$ cat src/logic/olg_consts.vh
// constants for the overtravel limit guard
// assumes inclusion by the guard, its input filter and its checker
`ifndef OLG_CONSTS_VH
`define OLG_CONSTS_VH

// ------------------------------------------------------------
// prohibition selection codes
// ------------------------------------------------------------
`define OLG_SEL_W          2
`define OLG_SEL_BLOCK      2'h0
`define OLG_SEL_IGNORE     2'h1
`define OLG_SEL_ALARM      2'h2
`define OLG_SEL_RESET      2'h1

// ------------------------------------------------------------
// stop mode codes
// ------------------------------------------------------------
`define OLG_MODE_DBRAKE    2'h0
`define OLG_MODE_ZTORQUE   2'h1
`define OLG_MODE_QSTOP     2'h2
`define OLG_MODE_RESET     2'h0

// ------------------------------------------------------------
// alarm and timing
// ------------------------------------------------------------
`define OLG_ALARM_NUM      8'h26
`define OLG_ALARM_NONE     8'h00
// 100 us of stable level at the 25 ns clock
`define OLG_FILTER_CYC     12'hFA0
`define OLG_CNT_W          12
`define OLG_TRQ_W          16

// ------------------------------------------------------------
// guard states
// ------------------------------------------------------------
`define OLG_ST_W           2
`define OLG_ST_IDLE        2'h0
`define OLG_ST_DECEL       2'h1
`define OLG_ST_STOPPED     2'h2

`endif

$ cat src/logic/olg_guard.v
// overtravel limit guard: limit inputs, direction blocking, stop sequence, alarm
// assumes settings are static and sampled once after reset (power-up)
`timescale 1ns/1ps
`include "olg_consts.vh"

module olg_guard #(
   parameter [`OLG_CNT_W-1:0] FILTER_CYCLES = `OLG_FILTER_CYC
) (
   // clock and reset
   input  wire                     sys_clk_in,
   input  wire                     arst_n_in,
   // limit switches, high = connected to common
   input  wire                     fwd_limit_in,
   input  wire                     rev_limit_in,
   // settings, sampled once after reset
   input  wire [`OLG_SEL_W-1:0]    overtravel_select_in,
   input  wire [`OLG_SEL_W-1:0]    overtravel_stop_mode_in,
   input  wire [`OLG_TRQ_W-1:0]    quick_stop_torque_in,
   // motor status
   input  wire                     motor_stopped_in,
   // direction control
   output reg                      fwd_block_out,
   output reg                      rev_block_out,
   output reg                      fwd_torque_zero_out,
   output reg                      rev_torque_zero_out,
   // stop sequence
   output reg                      decel_active_out,
   output reg                      dyn_brake_out,
   output reg                      quick_stop_out,
   output reg  [`OLG_TRQ_W-1:0]    torque_limit_out,
   output reg                      err_cnt_hold_out,
   output reg                      err_cnt_clear_out,
   // alarm
   output reg                      alarm_out,
   output reg  [7:0]               alarm_code_out
);

   wire [1:0]            lim_raw;
   wire [1:0]            lim_conn;
   wire                  fwd_conn;
   wire                  rev_conn;
   reg                   loaded_q;
   reg [`OLG_SEL_W-1:0]  sel_q;
   reg [`OLG_SEL_W-1:0]  mode_q;
   reg [`OLG_TRQ_W-1:0]  qtrq_q;
   reg [`OLG_ST_W-1:0]   state_q;
   reg [`OLG_ST_W-1:0]   state_d;
   reg                   fwd_open;
   reg                   rev_open;
   reg                   alarm_d;
   wire                  sel_block;
   wire                  mode_dbrake;
   wire                  mode_ztorque;
   wire                  mode_qstop;
   wire                  nxt_decel;
   wire                  nxt_stopped;
   wire                  nxt_idle;

   // ------------------------------------------------------------
   // input filtering
   // ------------------------------------------------------------
   assign lim_raw  = {rev_limit_in, fwd_limit_in};
   assign fwd_conn = lim_conn[0];
   assign rev_conn = lim_conn[1];

   genvar gi;
   generate
      for (gi = 0; gi < 2; gi = gi + 1) begin : g_lim
         olg_filter #(
            .FILTER_CYCLES (FILTER_CYCLES)
         ) u_olg_filter (
            .sys_clk_in (sys_clk_in),
            .arst_n_in  (arst_n_in),
            .raw_in     (lim_raw[gi]),
            .level_out  (lim_conn[gi])
         );
      end
   endgenerate

   // ------------------------------------------------------------
   // setting and state decode
   // ------------------------------------------------------------
   assign sel_block    = (sel_q == `OLG_SEL_BLOCK);
   assign mode_dbrake  = (mode_q == `OLG_MODE_DBRAKE);
   assign mode_ztorque = (mode_q == `OLG_MODE_ZTORQUE);
   assign mode_qstop   = (mode_q == `OLG_MODE_QSTOP);
   assign nxt_decel    = (state_d == `OLG_ST_DECEL);
   assign nxt_stopped  = (state_d == `OLG_ST_STOPPED);
   assign nxt_idle     = (state_d == `OLG_ST_IDLE);

   // ------------------------------------------------------------
   // settings capture
   // ------------------------------------------------------------
   // sample once per power cycle; out-of-range codes fall back to defaults
   always @(posedge sys_clk_in or negedge arst_n_in) begin
      if (!arst_n_in) begin
         loaded_q <= 1'b0;
         sel_q    <= `OLG_SEL_RESET;
         mode_q   <= `OLG_MODE_RESET;
         qtrq_q   <= {`OLG_TRQ_W{1'b0}};
      end else if (!loaded_q) begin
         loaded_q <= 1'b1;
         sel_q    <= (overtravel_select_in > `OLG_SEL_ALARM) ? `OLG_SEL_RESET
                                                             : overtravel_select_in;
         mode_q   <= (overtravel_stop_mode_in > `OLG_MODE_QSTOP) ? `OLG_MODE_RESET
                                                                 : overtravel_stop_mode_in;
         qtrq_q   <= quick_stop_torque_in;
      end
   end

   // ------------------------------------------------------------
   // limit evaluation and alarm
   // ------------------------------------------------------------
   always @* begin
      // selection 1 masks both inputs; settings ignored until loaded
      fwd_open = loaded_q && (sel_q != `OLG_SEL_IGNORE) && !fwd_conn;
      rev_open = loaded_q && (sel_q != `OLG_SEL_IGNORE) && !rev_conn;
      alarm_d  = alarm_out;
      if (sel_q == `OLG_SEL_BLOCK && fwd_open && rev_open) begin
         alarm_d = 1'b1;
      end
      if (sel_q == `OLG_SEL_ALARM && (fwd_open || rev_open)) begin
         alarm_d = 1'b1;
      end
   end

   // ------------------------------------------------------------
   // stop sequence state machine
   // ------------------------------------------------------------
   always @* begin
      state_d = state_q;
      case (state_q)
         `OLG_ST_IDLE: begin
            if (sel_q == `OLG_SEL_BLOCK && (fwd_open || rev_open)) begin
               state_d = motor_stopped_in ? `OLG_ST_STOPPED : `OLG_ST_DECEL;
            end
         end
         `OLG_ST_DECEL: begin
            if (!(fwd_open || rev_open)) begin
               state_d = `OLG_ST_IDLE;
            end else if (motor_stopped_in) begin
               state_d = `OLG_ST_STOPPED;
            end
         end
         `OLG_ST_STOPPED: begin
            if (!(fwd_open || rev_open)) begin
               state_d = `OLG_ST_IDLE;
            end
         end
         default: begin
            state_d = `OLG_ST_IDLE;
         end
      endcase
   end

   // ------------------------------------------------------------
   // direction outputs
   // ------------------------------------------------------------
   always @(posedge sys_clk_in or negedge arst_n_in) begin
      if (!arst_n_in) begin
         fwd_block_out       <= 1'b0;
         rev_block_out       <= 1'b0;
         fwd_torque_zero_out <= 1'b0;
         rev_torque_zero_out <= 1'b0;
      end else begin
         fwd_block_out       <= sel_block && fwd_open;
         rev_block_out       <= sel_block && rev_open;
         // zero torque toward the blocked side
         fwd_torque_zero_out <= sel_block && fwd_open && (nxt_stopped || mode_ztorque);
         rev_torque_zero_out <= sel_block && rev_open && (nxt_stopped || mode_ztorque);
      end
   end

   // ------------------------------------------------------------
   // stop sequence outputs
   // ------------------------------------------------------------
   always @(posedge sys_clk_in or negedge arst_n_in) begin
      if (!arst_n_in) begin
         state_q           <= `OLG_ST_IDLE;
         decel_active_out  <= 1'b0;
         dyn_brake_out     <= 1'b0;
         quick_stop_out    <= 1'b0;
         torque_limit_out  <= {`OLG_TRQ_W{1'b0}};
         err_cnt_hold_out  <= 1'b0;
         err_cnt_clear_out <= 1'b0;
      end else begin
         state_q           <= state_d;
         decel_active_out  <= nxt_decel;
         // per-mode braking and error counter handling
         dyn_brake_out     <= nxt_decel && mode_dbrake;
         quick_stop_out    <= nxt_decel && mode_qstop;
         err_cnt_hold_out  <= !nxt_idle && !mode_qstop;
         err_cnt_clear_out <= !nxt_idle && mode_qstop;
         torque_limit_out  <= (nxt_decel && mode_qstop) ? qtrq_q : {`OLG_TRQ_W{1'b0}};
      end
   end

   // ------------------------------------------------------------
   // alarm outputs
   // ------------------------------------------------------------
   // alarm is sticky until power cycle; the drive has no alarm reset here
   always @(posedge sys_clk_in or negedge arst_n_in) begin
      if (!arst_n_in) begin
         alarm_out      <= 1'b0;
         alarm_code_out <= `OLG_ALARM_NONE;
      end else begin
         alarm_out      <= alarm_d;
         alarm_code_out <= alarm_d ? `OLG_ALARM_NUM : `OLG_ALARM_NONE;
      end
   end

endmodule // olg_guard

$ cat src/logic/olg_filter.v
// synchroniser and stability filter for one limit-switch input
// assumes the raw input is asynchronous and may bounce
`timescale 1ns/1ps
`include "olg_consts.vh"

module olg_filter #(
   parameter [`OLG_CNT_W-1:0] FILTER_CYCLES = `OLG_FILTER_CYC
) (
   // clock and reset
   input  wire sys_clk_in,
   input  wire arst_n_in,
   // raw and filtered level
   input  wire raw_in,
   output reg  level_out
);

   reg                  sync1_q;
   reg                  sync2_q;
   reg [`OLG_CNT_W-1:0] cnt_q;

   // ------------------------------------------------------------
   // two-stage sync, then a level must stay put for FILTER_CYCLES
   // ------------------------------------------------------------
   // reset to "connected" so nothing blocks before the first sample settles
   always @(posedge sys_clk_in or negedge arst_n_in) begin
      if (!arst_n_in) begin
         sync1_q   <= 1'b1;
         sync2_q   <= 1'b1;
         cnt_q     <= {`OLG_CNT_W{1'b0}};
         level_out <= 1'b1;
      end else begin
         sync1_q <= raw_in;
         sync2_q <= sync1_q;
         if (sync2_q == level_out) begin
            cnt_q <= {`OLG_CNT_W{1'b0}};
         end else if (cnt_q >= FILTER_CYCLES - 1'b1) begin
            cnt_q     <= {`OLG_CNT_W{1'b0}};
            level_out <= sync2_q;
         end else begin
            cnt_q <= cnt_q + 1'b1;
         end
      end
   end

endmodule // olg_filter

$ cat config.mk
export PLATFORM = sky130hd
export DESIGN_NAME = olg_guard
export DESIGN_NICKNAME = d
export VERILOG_FILES = /design/src/logic/olg_guard.v /design/src/logic/olg_filter.v
export VERILOG_INCLUDE_DIRS = /design/src /design/src/logic
export SDC_FILE = /design/constraint.sdc
export NUM_CORES = 1
export LEC_CHECK = 0
export ABC_CLOCK_PERIOD_IN_PS = 3000
export BUFFER_PORTS_ARGS = -buffer_cell sky130_fd_sc_hd__buf_4
export CORE_UTILIZATION = 55
export DETAILED_ROUTE_END_ITERATION = 10
export PLACE_DENSITY_LB_ADDON = 0.05
export SETUP_SLACK_MARGIN = 0.02
export SLEW_MARGIN = 30
export SYNTH_ARGS = -nofsm -noshare
export SYNTH_HDL_FRONTEND = slang
export SYNTH_SLANG_ARGS = --single-unit
$ cat constraint.sdc
create_clock -name sys_clk_in -period 3 [get_ports sys_clk_in]
set_clock_uncertainty 0.05 [all_clocks]
set_input_delay 0.45 -clock sys_clk_in [delete_from_list [all_inputs] [get_ports sys_clk_in]]
set_output_delay 0.45 -clock sys_clk_in [all_outputs]
set_load 0.02 [all_outputs]
==> results of run 1 <==
==> kinds of logic (layout without fill, tap and decap cells) <==
group                      count (synthesis)  in the layout  synth area share, %
AOI/OAI and AO/OA                         10             10                2.166
xor gates and xnor gates                  20             20                5.514
adders and majority gates                  2              2               0.7876
buffers and inverters                     16             70                3.623
DFF                                       79             79                62.51
muxes                                     19             19                6.735
other                                      2              6               0.2364
and+or+nand+nor                          103            103                18.43
==> final timing paths <==
check                                         startpoint                              to  slack, ns  cells past startpoint
hold / removal                                 arst_n_in  g_lim[1].u_olg_filter.cnt_q[2]       0.09                      1
min in group sys_clk_in                     rev_limit_in   g_lim[1].u_olg_filter.sync1_q       0.18                      1
max in group asynchronous                      arst_n_in                   dyn_brake_out       2.36                      1
hold reg to reg            g_lim[1].u_olg_filter.sync1_q   g_lim[1].u_olg_filter.sync2_q       0.31                      0
setup reg to reg                                loaded_q             torque_limit_out[5]       1.18                      4
setup / recovery                                loaded_q             torque_limit_out[5]       1.18                      4
==> flip-flops by register name (all words and copies together) (netlist names) <==
| name | flops |
|---|---|
| g_lim.u_olg_filter.cnt_q | 24 |
| err_cnt_hold_out | 1 |
| qtrq_q | 16 |
| sel_q | 2 |
| dyn_brake_out | 1 |
| loaded_q | 1 |
| alarm_code_out | 1 |
| state_q | 2 |
| rev_torque_zero_out | 1 |
| torque_limit_out | 16 |
| g_lim.u_olg_filter.sync1_q | 2 |
| fwd_block_out | 1 |
| quick_stop_out | 1 |
| mode_q | 2 |
| err_cnt_clear_out | 1 |
| decel_active_out | 1 |
| g_lim.u_olg_filter.level_out | 2 |
| fwd_torque_zero_out | 1 |
| rev_block_out | 1 |
| g_lim.u_olg_filter.sync2_q | 2 |
==> placed cells by master (no fill, tap or decap), types with 2 or more instances in the layout <==
master and count:
nand2b_4 2, nand2_1 13, o311a_1 2, nor2_1 33, nand3_1 8, dfstp_2 7
conb_1 6, nor4_1 5, xnor2_1 8, o21ai_0 3, a31oi_1 2, nand4_1 2
nor3_1 3, buf_4 53, inv_1 2, mux2_2 19, and4_1 5, clkbuf_8 13
dfrtp_1 72, nand2b_1 6, and2_1 18, xor2_1 12, ha_1 2
==> worst max-delay path, delay by kind of cell, from the launching register on <==
family	cells	cell delay [ns]
buf+inv	1	0.30
flops	1	0.32
simple gates	3	1.08
==> layout make-up <==
cell class | count | area, um^2 | area share [%]
Sequential cell | 79 | 1986 | 52.72
Multi-Input combinational cell | 160 | 1091 | 28.97
Timing Repair Buffer | 54 | 409.1 | 10.86
Clock buffer | 14 | 182.7 | 4.850
Tap cell | 72 | 90.09 | 2.392
Inverter | 2 | 7.507 | 0.1993
==> per-layer routing <==
metal  track usage [%]  vias to the layer above  part of all wire [%]
li1                  -                      930                     -
met1             21.76                      911                    43
met2             30.71                       36                    49
met3             6.471                       10                   5.8
met4             10.37                        0                   1.9
met5                 0                        -                     0
==> report_power, final <==
group / switching [mW] / internal [mW] / total [mW]
sequential: 0.0238 / 1.11 / 1.14
clock: 0.333 / 0.383 / 0.716
combinational: 0.0839 / 0.0733 / 0.157
==> metrics by stage <==
stage	power (mW)	instance area, um^2
after floorplan	1.251	3192
after global placement	1.312	3580
after detailed placement	1.318	3580
after CTS	2.042	3762
after global routing	2.101	3766
final	2.010	3766
==> results by group, run 1 <==
Worst setup path
  – Worst Setup End Kind: flop
  – Crit-path max cell delay: 0.69 ns
  – WS Path Type: reg2reg
  – Arrival @ worst endpoint: 2.03 ns
  – Crit-path cells: buf_4 -> nand3_4 -> nor4b_4 -> and2_1
  – CP startpoint kind: flop
  – Crit Path Max Fanout: 26
  – Highest-delay cell along the critical path: nor4b_4
  – Required time of the critical path: 3.22 ns

Timing
  – Final min period: 1.817 ns
  – Slew headroom: 53.15%
  – Maximum clock rate: 550.3 MHz
  – Final setup viols: 0
  – Final Hold Fails: 0
  – Final worst path period share: 60.58%
  – Worst setup margin: 1.183 ns
  – Worst-margin pin slew: 0.6997 ns
  – Hold Slack: 0.08645 ns
  – Setup TNS: 0 ns
  – Final Max Slew Viols: 0
  – Unrepaired setup endpoints after global routing: no

Final layout
  – Layout cells sized above 1: 33.01%
  – # fillers: 438
  – Final core occ: 67.98%
  – Fin cells: 381
  – ANT cells: 0
  – Net count, final: 333
  – Area growth syn-to-layout: 18.55%

Clock tree
  – Clk Latency, worst-skew pair: 0.33 ns
  – Post-CTS setup buffers: 0
  – Clk slew on worst S/H paths: 0.07 ns
  – # clock sinks: 79
  – H-tree lvl count: 3
  – Clock root buffer: clkbuf_8
  – CTS tree: built
  – PostCTS Resize Cnt: 0
  – Total CTS buffers: 9
  – Worst-case clock buffer depth: 2
  – Post-cts hold buffer count: 0

Floorplanning
  – Die Y: 78 um
  – Die ar.: 6084 um^2
  – Top Ports: 59
  – Area of the core: 5540 um^2
  – Die Wd: 78 um
  – FP Rows: 27
  – Initial Utilization: 57.34%

Routing
  – DRC: 0
  – WL final: 4859 um
  – Via density: 4.953
  – DR vias: 1887
  – DR iter-0 viols: 100
  – DR pass1 iterations: 4
  – Detail Route Antenna Nets: 0
  – Drt wl/cell: 12.75 um

Placed design
  – Routability Congestion: 0.7942
  – IO Port Bufs: 53
  – Cell total after placement: 367
  – Post-DP HPWL: 3300 um
  – Dpl ws: 1.128 ns

Yosys
  – Asr flop ratio synth: 100.0%
  – Count of cell types in the netlist: 36
  – Post-Syn Instances: 251
  – Top post-synthesis cells by area: dfrtp_1 (57%), mux2_2 (6.7%), dfstp_2 (5.8%), nor2_1 (3.9%), and2_1 (3.5%)
  – Dominant cell type by area after synthesis: dfrtp_1
  – Cell Area, Synth: 3177 um^2
  – Yosys warnings: 0
  – Mapped Avg Cell Area: 12.66 um^2
  – Seq/Total Area, Yosys: 62.50%
  – Post-synth top area share: 56.72%
  – Synth top cells by count: dfrtp_1 (72), nor2_1 (33), mux2_2 (19)
  – Synth Register Bits: 79
  – Count leader, synth: dfrtp_1
  – Ys flop type: dfrtp_1
  – Post-synth EDFFs: 0

Global routing
  – Global-route wire length before repair: 8645 um
  – Number of global-route vias before repair: 1998
  – Pin count of the biggest net entering global routing: 80
  – Initial antenna violation count: 0
  – GRT overflow: 0
  – GRT Util Overall: 18.82%

Power
  – PD cells: 533.7 nW/um^2
  – Leak Pwr: 1.811 nW
  – VDD IR-drop max: 347.5 uV

Min path
  – Hold Path Class: in2async

Run status
  – Status: completed

Job
  – Max cap viols: 0
(Power assumes the default switching activity.)
==> inputs of run 2 (changes only) <==
Settings changed: ABC_CLOCK_PERIOD_IN_PS 3000 to 1470, CORE_UTILIZATION 55 to 49.
Clock period 3 ns to 1.47 ns, I/O delays scaled along.
==> run 2 against run 1 <==
  * Non-clock buffer count is 35 higher
  * The run now ends with negative setup slack left
  * Hold slack worse by 0.023 ns
  * Routed wire length is 20% higher
  * Clock power is 130% higher
  * Sequential cell count stayed put
  * Die area is 12% higher
  * First-iteration DRC count is 40% lower
  * Cell area is 14% higher
  * Power is 120% higher
  * Combinational power grew to 3.0 times the previous value
==> results by group, run 2 (synthesis gave the netlist of run 1 again) <==
Run status
  – Status: complete, but fails checks
  – Failing checks: negative setup slack

Power
  – Sw power: 1.003 mW (+130%)
  – VDD IR-drop max: 825.4 uV (+140%)
  – Leak Pwr: 2.010 nW (+11%)
  – Comb pwr share: 10.4% (+2.6 points)
  – Part of the power in the clock network: 37.7% (+2.1 points)
  – Internal Power: 3.460 mW (+120%)
  – Switching Share: 22.46% (+0.55 points)
  – PD cells: 1042 nW/um^2 (+95%)
  – Seq pwr share: 51.9% (-4.7 points)

Final layout
  – Area growth syn-to-layout: 34.78%
  – Net count, final: 370 (+11%)
  – Footprint of the multi-input gates: 1262 um^2 (+16%)
  – Most common cell after layout, fill and taps aside: buf_4
  – Max reg flops: 24 (unchanged)
  – Register area: 1986 um^2 (unchanged)
  – Top flop regs: g_lim.u_olg_filter.cnt_q (24), qtrq_q (16), torque_limit_out (16)
  – # fillers: 442 (+0.91%)
  – ANT cells: 0 (unchanged)
  – Commonest non-fill, non-tap cells in the layout: buf_4 (81), dfrtp_1 (72), nor2_1 (19), mux2_2 (19), and2_1 (15)
  – Layout cells sized above 1: 47.13% (+14 points)
  – Most flops, register: g_lim.u_olg_filter.cnt_q

Timing
  – Unrepaired setup endpoints after global routing: yes
  – Maximum clock rate: 666.1 MHz (+21%)
  – Final setup viols: 8 (+8)
  – Final Hold Fails: 0 (unchanged)
  – Final Max Slew Viols: 0 (unchanged)
  – Worst setup margin: -0.03137 ns (-1.214 ns)
  – Final worst path period share: 102.1% (+42 points)
  – Hold Slack: 0.06305 ns (-0.02340 ns)
  – Final min period: 1.501 ns (-0.3159 ns)
  – Setup TNS: -0.1657 ns (-0.1657 ns)

Floorplanning
  – Die ar.: 6810 um^2 (+12%)
  – FP Rows: 28 (+3.7%)
  – Top Ports: 59 (unchanged)
  – Die Y: 82.52 um (+5.8%)
  – Area of the core: 6096 um^2 (+10%)
  – Initial Utilization: 52.11% (-5.2 points)
  – Die Wd: 82.52 um (+5.8%)

Worst setup path
  – Worst Setup End Kind: flop
  – Arrival @ worst endpoint: 1.72 ns (-0.31 ns)
  – Crit-path max cell delay: 0.40 ns (-0.29 ns)
  – Required time of the critical path: 1.69 ns (-1.53 ns)
  – WS Path Type: reg2reg
  – Crit Path Max Fanout: 6 (-77%)
  – Highest-delay cell along the critical path: dfrtp_1
  – Crit-path cells: ha_2 -> and4_4 -> o311a_4 -> nand2b_4 -> nor2_4
  – CP startpoint kind: flop

Routing
  – Drt wl/cell: 13.74 um (+7.7%)
  – DR iter-0 viols: 60 (-40%)
  – WL final: 5812 um (+20%)
  – DRC: 0 (unchanged)
  – DR pass1 iterations: 4 (unchanged)
  – DR vias: 2089 (+11%)
  – Detail Route Antenna Nets: 0 (unchanged)
  – Via density: 4.939 (-0.29%)

Global routing
  – GRT Util Overall: 19.57% (+0.75 points)
  – Initial antenna violation count: 0 (unchanged)
  – GRT overflow: 0 (unchanged)
  – Number of global-route vias before repair: 2138 (+7.0%)
  – Global-route wire length before repair: 9597 um (+11%)
  – Pin count of the biggest net entering global routing: 35 (-56%)

Clock tree
  – Total CTS buffers: 9 (unchanged)
  – Worst-case clock buffer depth: 2 (unchanged)
  – Clk slew on worst S/H paths: 0.07 ns (about the same)
  – Clock root buffer: clkbuf_8
  – Clk Latency, worst-skew pair: 0.34 ns (about the same)
  – H-tree lvl count: 3 (unchanged)
  – # clock sinks: 79 (unchanged)
  – CTS tree: built

Min path
  – Hold Path Class: in2reg

Job
  – Max cap viols: 0 (unchanged)

Placed design
  – Post-DP HPWL: 3821 um (+16%)
  – Routability Congestion: 0.7846 (-1.2%)
  – IO Port Bufs: 53 (unchanged)
==> run 2: area by class of cell <==
| type | instances | area share, % |
|---|---|---|
| sequential | 79 | 46.38 |
| multi-input combinational | 162 | 29.49 |
| timing repair buffer | 89 | 16.80 |
| clock buffer | 10 | 2.981 |
| tap | 75 | 2.192 |
| clock inverter | 6 | 1.987 |
| inverter | 2 | 0.1753 |
==> run 2: final timing paths <==
check                                                from                              to  slack, ns  cells after the start
setup / recovery           g_lim[1].u_olg_filter.cnt_q[0]  g_lim[1].u_olg_filter.cnt_q[1]      -0.03                      5
hold reg to reg             g_lim[0].u_olg_filter.sync1_q   g_lim[0].u_olg_filter.sync2_q       0.31                      0
setup reg to reg           g_lim[1].u_olg_filter.cnt_q[0]  g_lim[1].u_olg_filter.cnt_q[1]      -0.03                      5
max in group asynchronous                       arst_n_in                        sel_q[0]       0.56                      3
hold / removal                    quick_stop_torque_in[9]                       qtrq_q[9]       0.06                      2
min in group asynchronous                       arst_n_in  g_lim[1].u_olg_filter.cnt_q[2]       0.26                      2
==> run 2: through the flow <==
stage / std cells / power, mW / util, % / worst slack, ns / instance area [um^2]
finish: 423 / 4.463 / 70.24 / -0.03137 / 4282
global route: 423 / 4.665 / 70.24 / -0.08187 / 4282
global placement: 396 / 2.747 / 62.52 / -0.2186 / 3811
detailed placement: 396 / 2.762 / 62.52 / -0.2374 / 3811
CTS: 421 / 4.518 / 68.78 / -0.02603 / 4193
floorplan: 255 / 2.557 / - / -0.06169 / 3206
==> run 2: what timing repair did <==
action,4_1_cts,5_1_grt
setup endpoints to repair,48,46
pin swaps,12,7
resized for setup,16,18
hold endpoints to repair,25,0
cloned,2,0
hold buffers,4,0
setup buffers,3,4
==> run 2: critical path: cells and delay by family, from the launching register on <==
kind	cells	cell delay, ns
AOI/OAI and AO/OA	1	0.32
adders and majority gates	1	0.19
DFF	1	0.40
and+or+nand+nor	3	0.49
==> run 2: routing by layer <==
metal	wire, um	GRT usage (%)	vias to the layer above
met5	0	0	-
li1	-	-	1018
met1	2498	24.09	1010
met2	2884	31.49	53
met4	75	6.897	0
met3	353	7.582	8
==> run 2: power groups by stage <==
| stage | Combinational, mW | Clock, mW | Sequential [mW] |
|---|---|---|---|
| after floorplan | 0.186 | 0 | 2.37 |
| after global placement | 0.396 | 0 | 2.35 |
| after detailed placement | 0.405 | 0 | 2.36 |
| after CTS | 0.444 | 1.76 | 2.31 |
| after global routing | 0.513 | 1.82 | 2.33 |
| final | 0.465 | 1.68 | 2.32 |
==> inputs of run 3 (changes only) <==
Settings changed: ABC_CLOCK_PERIOD_IN_PS 1470 to 1300, CTS_CLUSTER_DIAMETER set to 40.
Clock period 1.47 ns to 1.3 ns, I/O delays scaled along.
==> run 3 against run 2 <==
  * Hold slack worse by 0.029 ns
  * Largest power group unchanged
  * The run still ends with negative setup slack left
  * Non-clock buffer count rose by 17
  * Largest cell class unchanged
  * Via count up 4.1%
  * Register-to-register slack worse by 0.18 ns
  * Cell area is 5.3% higher
  * Sequential power up 13%
  * Count of clock-buffer cells in the layout grew 3
  * Sequential share of layout area fell by 2.4 points
  * Power rose by 18%
  * Combinational power increased by 21%
  * Die area unchanged
  * Fmax down 0.41%
==> results by group, run 3 (synthesis gave the netlist of run 1 again) <==
Run status
  – Status: complete, but fails checks
  – Failing checks: negative setup slack

Min path
  – Hold Path Class: in2reg

Clock tree
  – Clk Latency, worst-skew pair: 0.34 ns (about the same)
  – # clock sinks: 79 (unchanged)
  – Clock root buffer: clkbuf_8
  – H-tree lvl count: 3 (unchanged)
  – Total CTS buffers: 9 (unchanged)
  – Worst-case clock buffer depth: 2 (unchanged)
  – Clk slew on worst S/H paths: 0.08 ns (about the same)
  – CTS tree: built

Worst setup path
  – CP startpoint kind: flop
  – Worst Setup End Kind: flop
  – Arrival @ worst endpoint: 1.69 ns (-0.03 ns)
  – Highest-delay cell along the critical path: dfstp_2
  – Crit-path max cell delay: 0.58 ns (+0.18 ns)
  – Required time of the critical path: 1.48 ns (-0.21 ns)
  – Critical path buffer and inverter count: 1 (+1)
  – Crit-path cells: or2b_4 -> nand3_4 -> nor4b_4 -> buf_12 -> and2_1
  – WS Path Type: reg2reg
  – Critical path's top delay family: simple AND/OR/NAND/NOR gates
  – Crit Path Max Fanout: 17 (+11)

Final layout
  – Area growth syn-to-layout: 41.99%
  – Net count, final: 387 (+4.6%)
  – Most flops, register: g_lim.u_olg_filter.cnt_q
  – Commonest non-fill, non-tap cells in the layout: buf_4 (96), dfrtp_1 (72), mux2_2 (19)
  – Most common cell after layout, fill and taps aside: buf_4
  – ANT cells: 0 (unchanged)
  – Max reg flops: 24 (unchanged)
  – Layout cells sized above 1: 55.07% (+7.9 points)
  – Top flop regs: g_lim.u_olg_filter.cnt_q (24), qtrq_q (16), torque_limit_out (16)
  – Post-Layout Inst Area: 4511 um^2 (+5.3%)

Floorplanning
  – Die ar.: 6810 um^2 (unchanged)
  – Initial Utilization: 52.11% (unchanged)
  – Top Ports: 59 (unchanged)
  – Die Y: 82.52 um (unchanged)
  – Die Wd: 82.52 um (unchanged)
  – FP Rows: 28 (unchanged)
  – Area of the core: 6096 um^2 (unchanged)

Timing
  – Worst setup margin: -0.2075 ns (-0.1761 ns)
  – Final min period: 1.508 ns (+0.006144 ns)
  – Final Hold Fails: 0 (unchanged)
  – Final setup viols: 50 (+42)
  – Unrepaired setup endpoints after global routing: yes
  – Final Max Slew Viols: 0 (unchanged)
  – Maximum clock rate: 663.3 MHz (-0.41%)
  – Final worst path period share: 116.0% (+14 points)

Placed design
  – IO Port Bufs: 53 (unchanged)
  – Post-DP Area: 3915 um^2 (+2.7%)
  – Post-DP HPWL: 3972 um (+3.9%)
  – Routability Congestion: 0.7620 (-2.9%)

Global routing
  – GRT Util Overall: 20.15% (+0.58 points)
  – Pin count of the biggest net entering global routing: 30 (-14%)
  – Initial antenna violation count: 0 (unchanged)
  – GRT overflow: 0 (unchanged)
  – Number of global-route vias before repair: 2162 (+1.1%)
  – Global-route wire length before repair: 9915 um (+3.3%)

Routing
  – DR iter-0 viols: 82 (+37%)
  – DRC: 0 (unchanged)
  – Drt wl/cell: 14.26 um (+3.8%)
  – DR pass1 iterations: 4 (unchanged)
  – Detail Route Antenna Nets: 0 (unchanged)
  – WL final: 6274 um (+7.9%)
  – Via density: 4.943 (about the same)
  – DR vias: 2175 (+4.1%)

Power
  – VDD IR-drop max: 878.2 uV (+6.4%)
  – Power Total: 5.267 mW (+18%)
  – Leak Pwr: 2.126 nW (+5.8%)
  – PD cells: 1168 nW/um^2 (+12%)

Job
  – Max cap viols: 0 (unchanged)
## run 3: changes by cell type in the layout (fill, tap and decap cells not counted), moves of 2 or more
cell	previous run	this run
and2_1	15	6
and2_4	3	13
buf_4	81	96
buf_6	1	4
clkbuf_8	9	12
clkinvlp_4	2	0
nor2_1	19	11
nor2_2	11	17
nor2_4	3	5
## run 3: stage by stage
| stage | util (%) | setup TNS [ns] | cells | hold slack (ns) | worst slack [ns] |
|---|---|---|---|---|---|
| finish | 73.99 | -7.905 | 440 | 0.03367 | -0.2075 |
| CTS | 71.76 | -6.174 | 437 | 0.01249 | -0.1759 |
| global route | 73.99 | -10.11 | 440 | 0.01068 | -0.2535 |
| floorplan | - | -6.065 | 255 | -0.1506 | -0.2313 |
| global placement | 64.22 | -6.317 | 409 | 0.09454 | -0.1630 |
| detailed placement | 64.22 | -7.356 | 409 | 0.09839 | -0.2206 |
## run 3: metal layers
metal  share of wire [%]  track usage (%)  vias up
met4                 1.6            9.828        0
met1                  45            25.38     1082
met3                 4.1            6.154        9
met5                   0                0        -
li1                    -                -     1044
met2                  49            31.65       40
## run 3: final timing paths
path	startpoint	end	depth (start not counted)	slack [ns]
min reg2reg	g_lim[1].u_olg_filter.sync1_q	g_lim[1].u_olg_filter.sync2_q	0	0.31
max	sel_q[0]	torque_limit_out[1]	5	-0.21
min in group asynchronous	arst_n_in	g_lim[1].u_olg_filter.cnt_q[1]	2	0.27
max in group asynchronous	arst_n_in	qtrq_q[9]	3	0.43
min	quick_stop_torque_in[6]	qtrq_q[6]	2	0.03
max reg2reg	sel_q[0]	torque_limit_out[1]	5	-0.21
## run 3: final cells by class
type / count / area, um^2
sequential: 79 / 1986
fill: 417 / 1585
multi-input combinational: 162 / 1344
timing repair buffer: 106 / 845.8
clock buffer: 13 / 168.9
tap: 75 / 93.84
clock inverter: 3 / 65.06
inverter: 2 / 7.507
## run 3: what timing repair did
action	CTS	global route
gates cloned	2	0
hold buffers	4	0
resized for setup	28	31
setup endpoints to repair	47	67
pin swaps	13	10
buffers inserted	7	4
endpoints found under the hold margin	22	0
## run 3: where the power goes
| group | switching, mW | internal [mW] |
|---|---|---|
| Combinational | 0.274 | 0.287 |
| Clock | 0.838 | 1.24 |
| Sequential | 0.0616 | 2.57 |
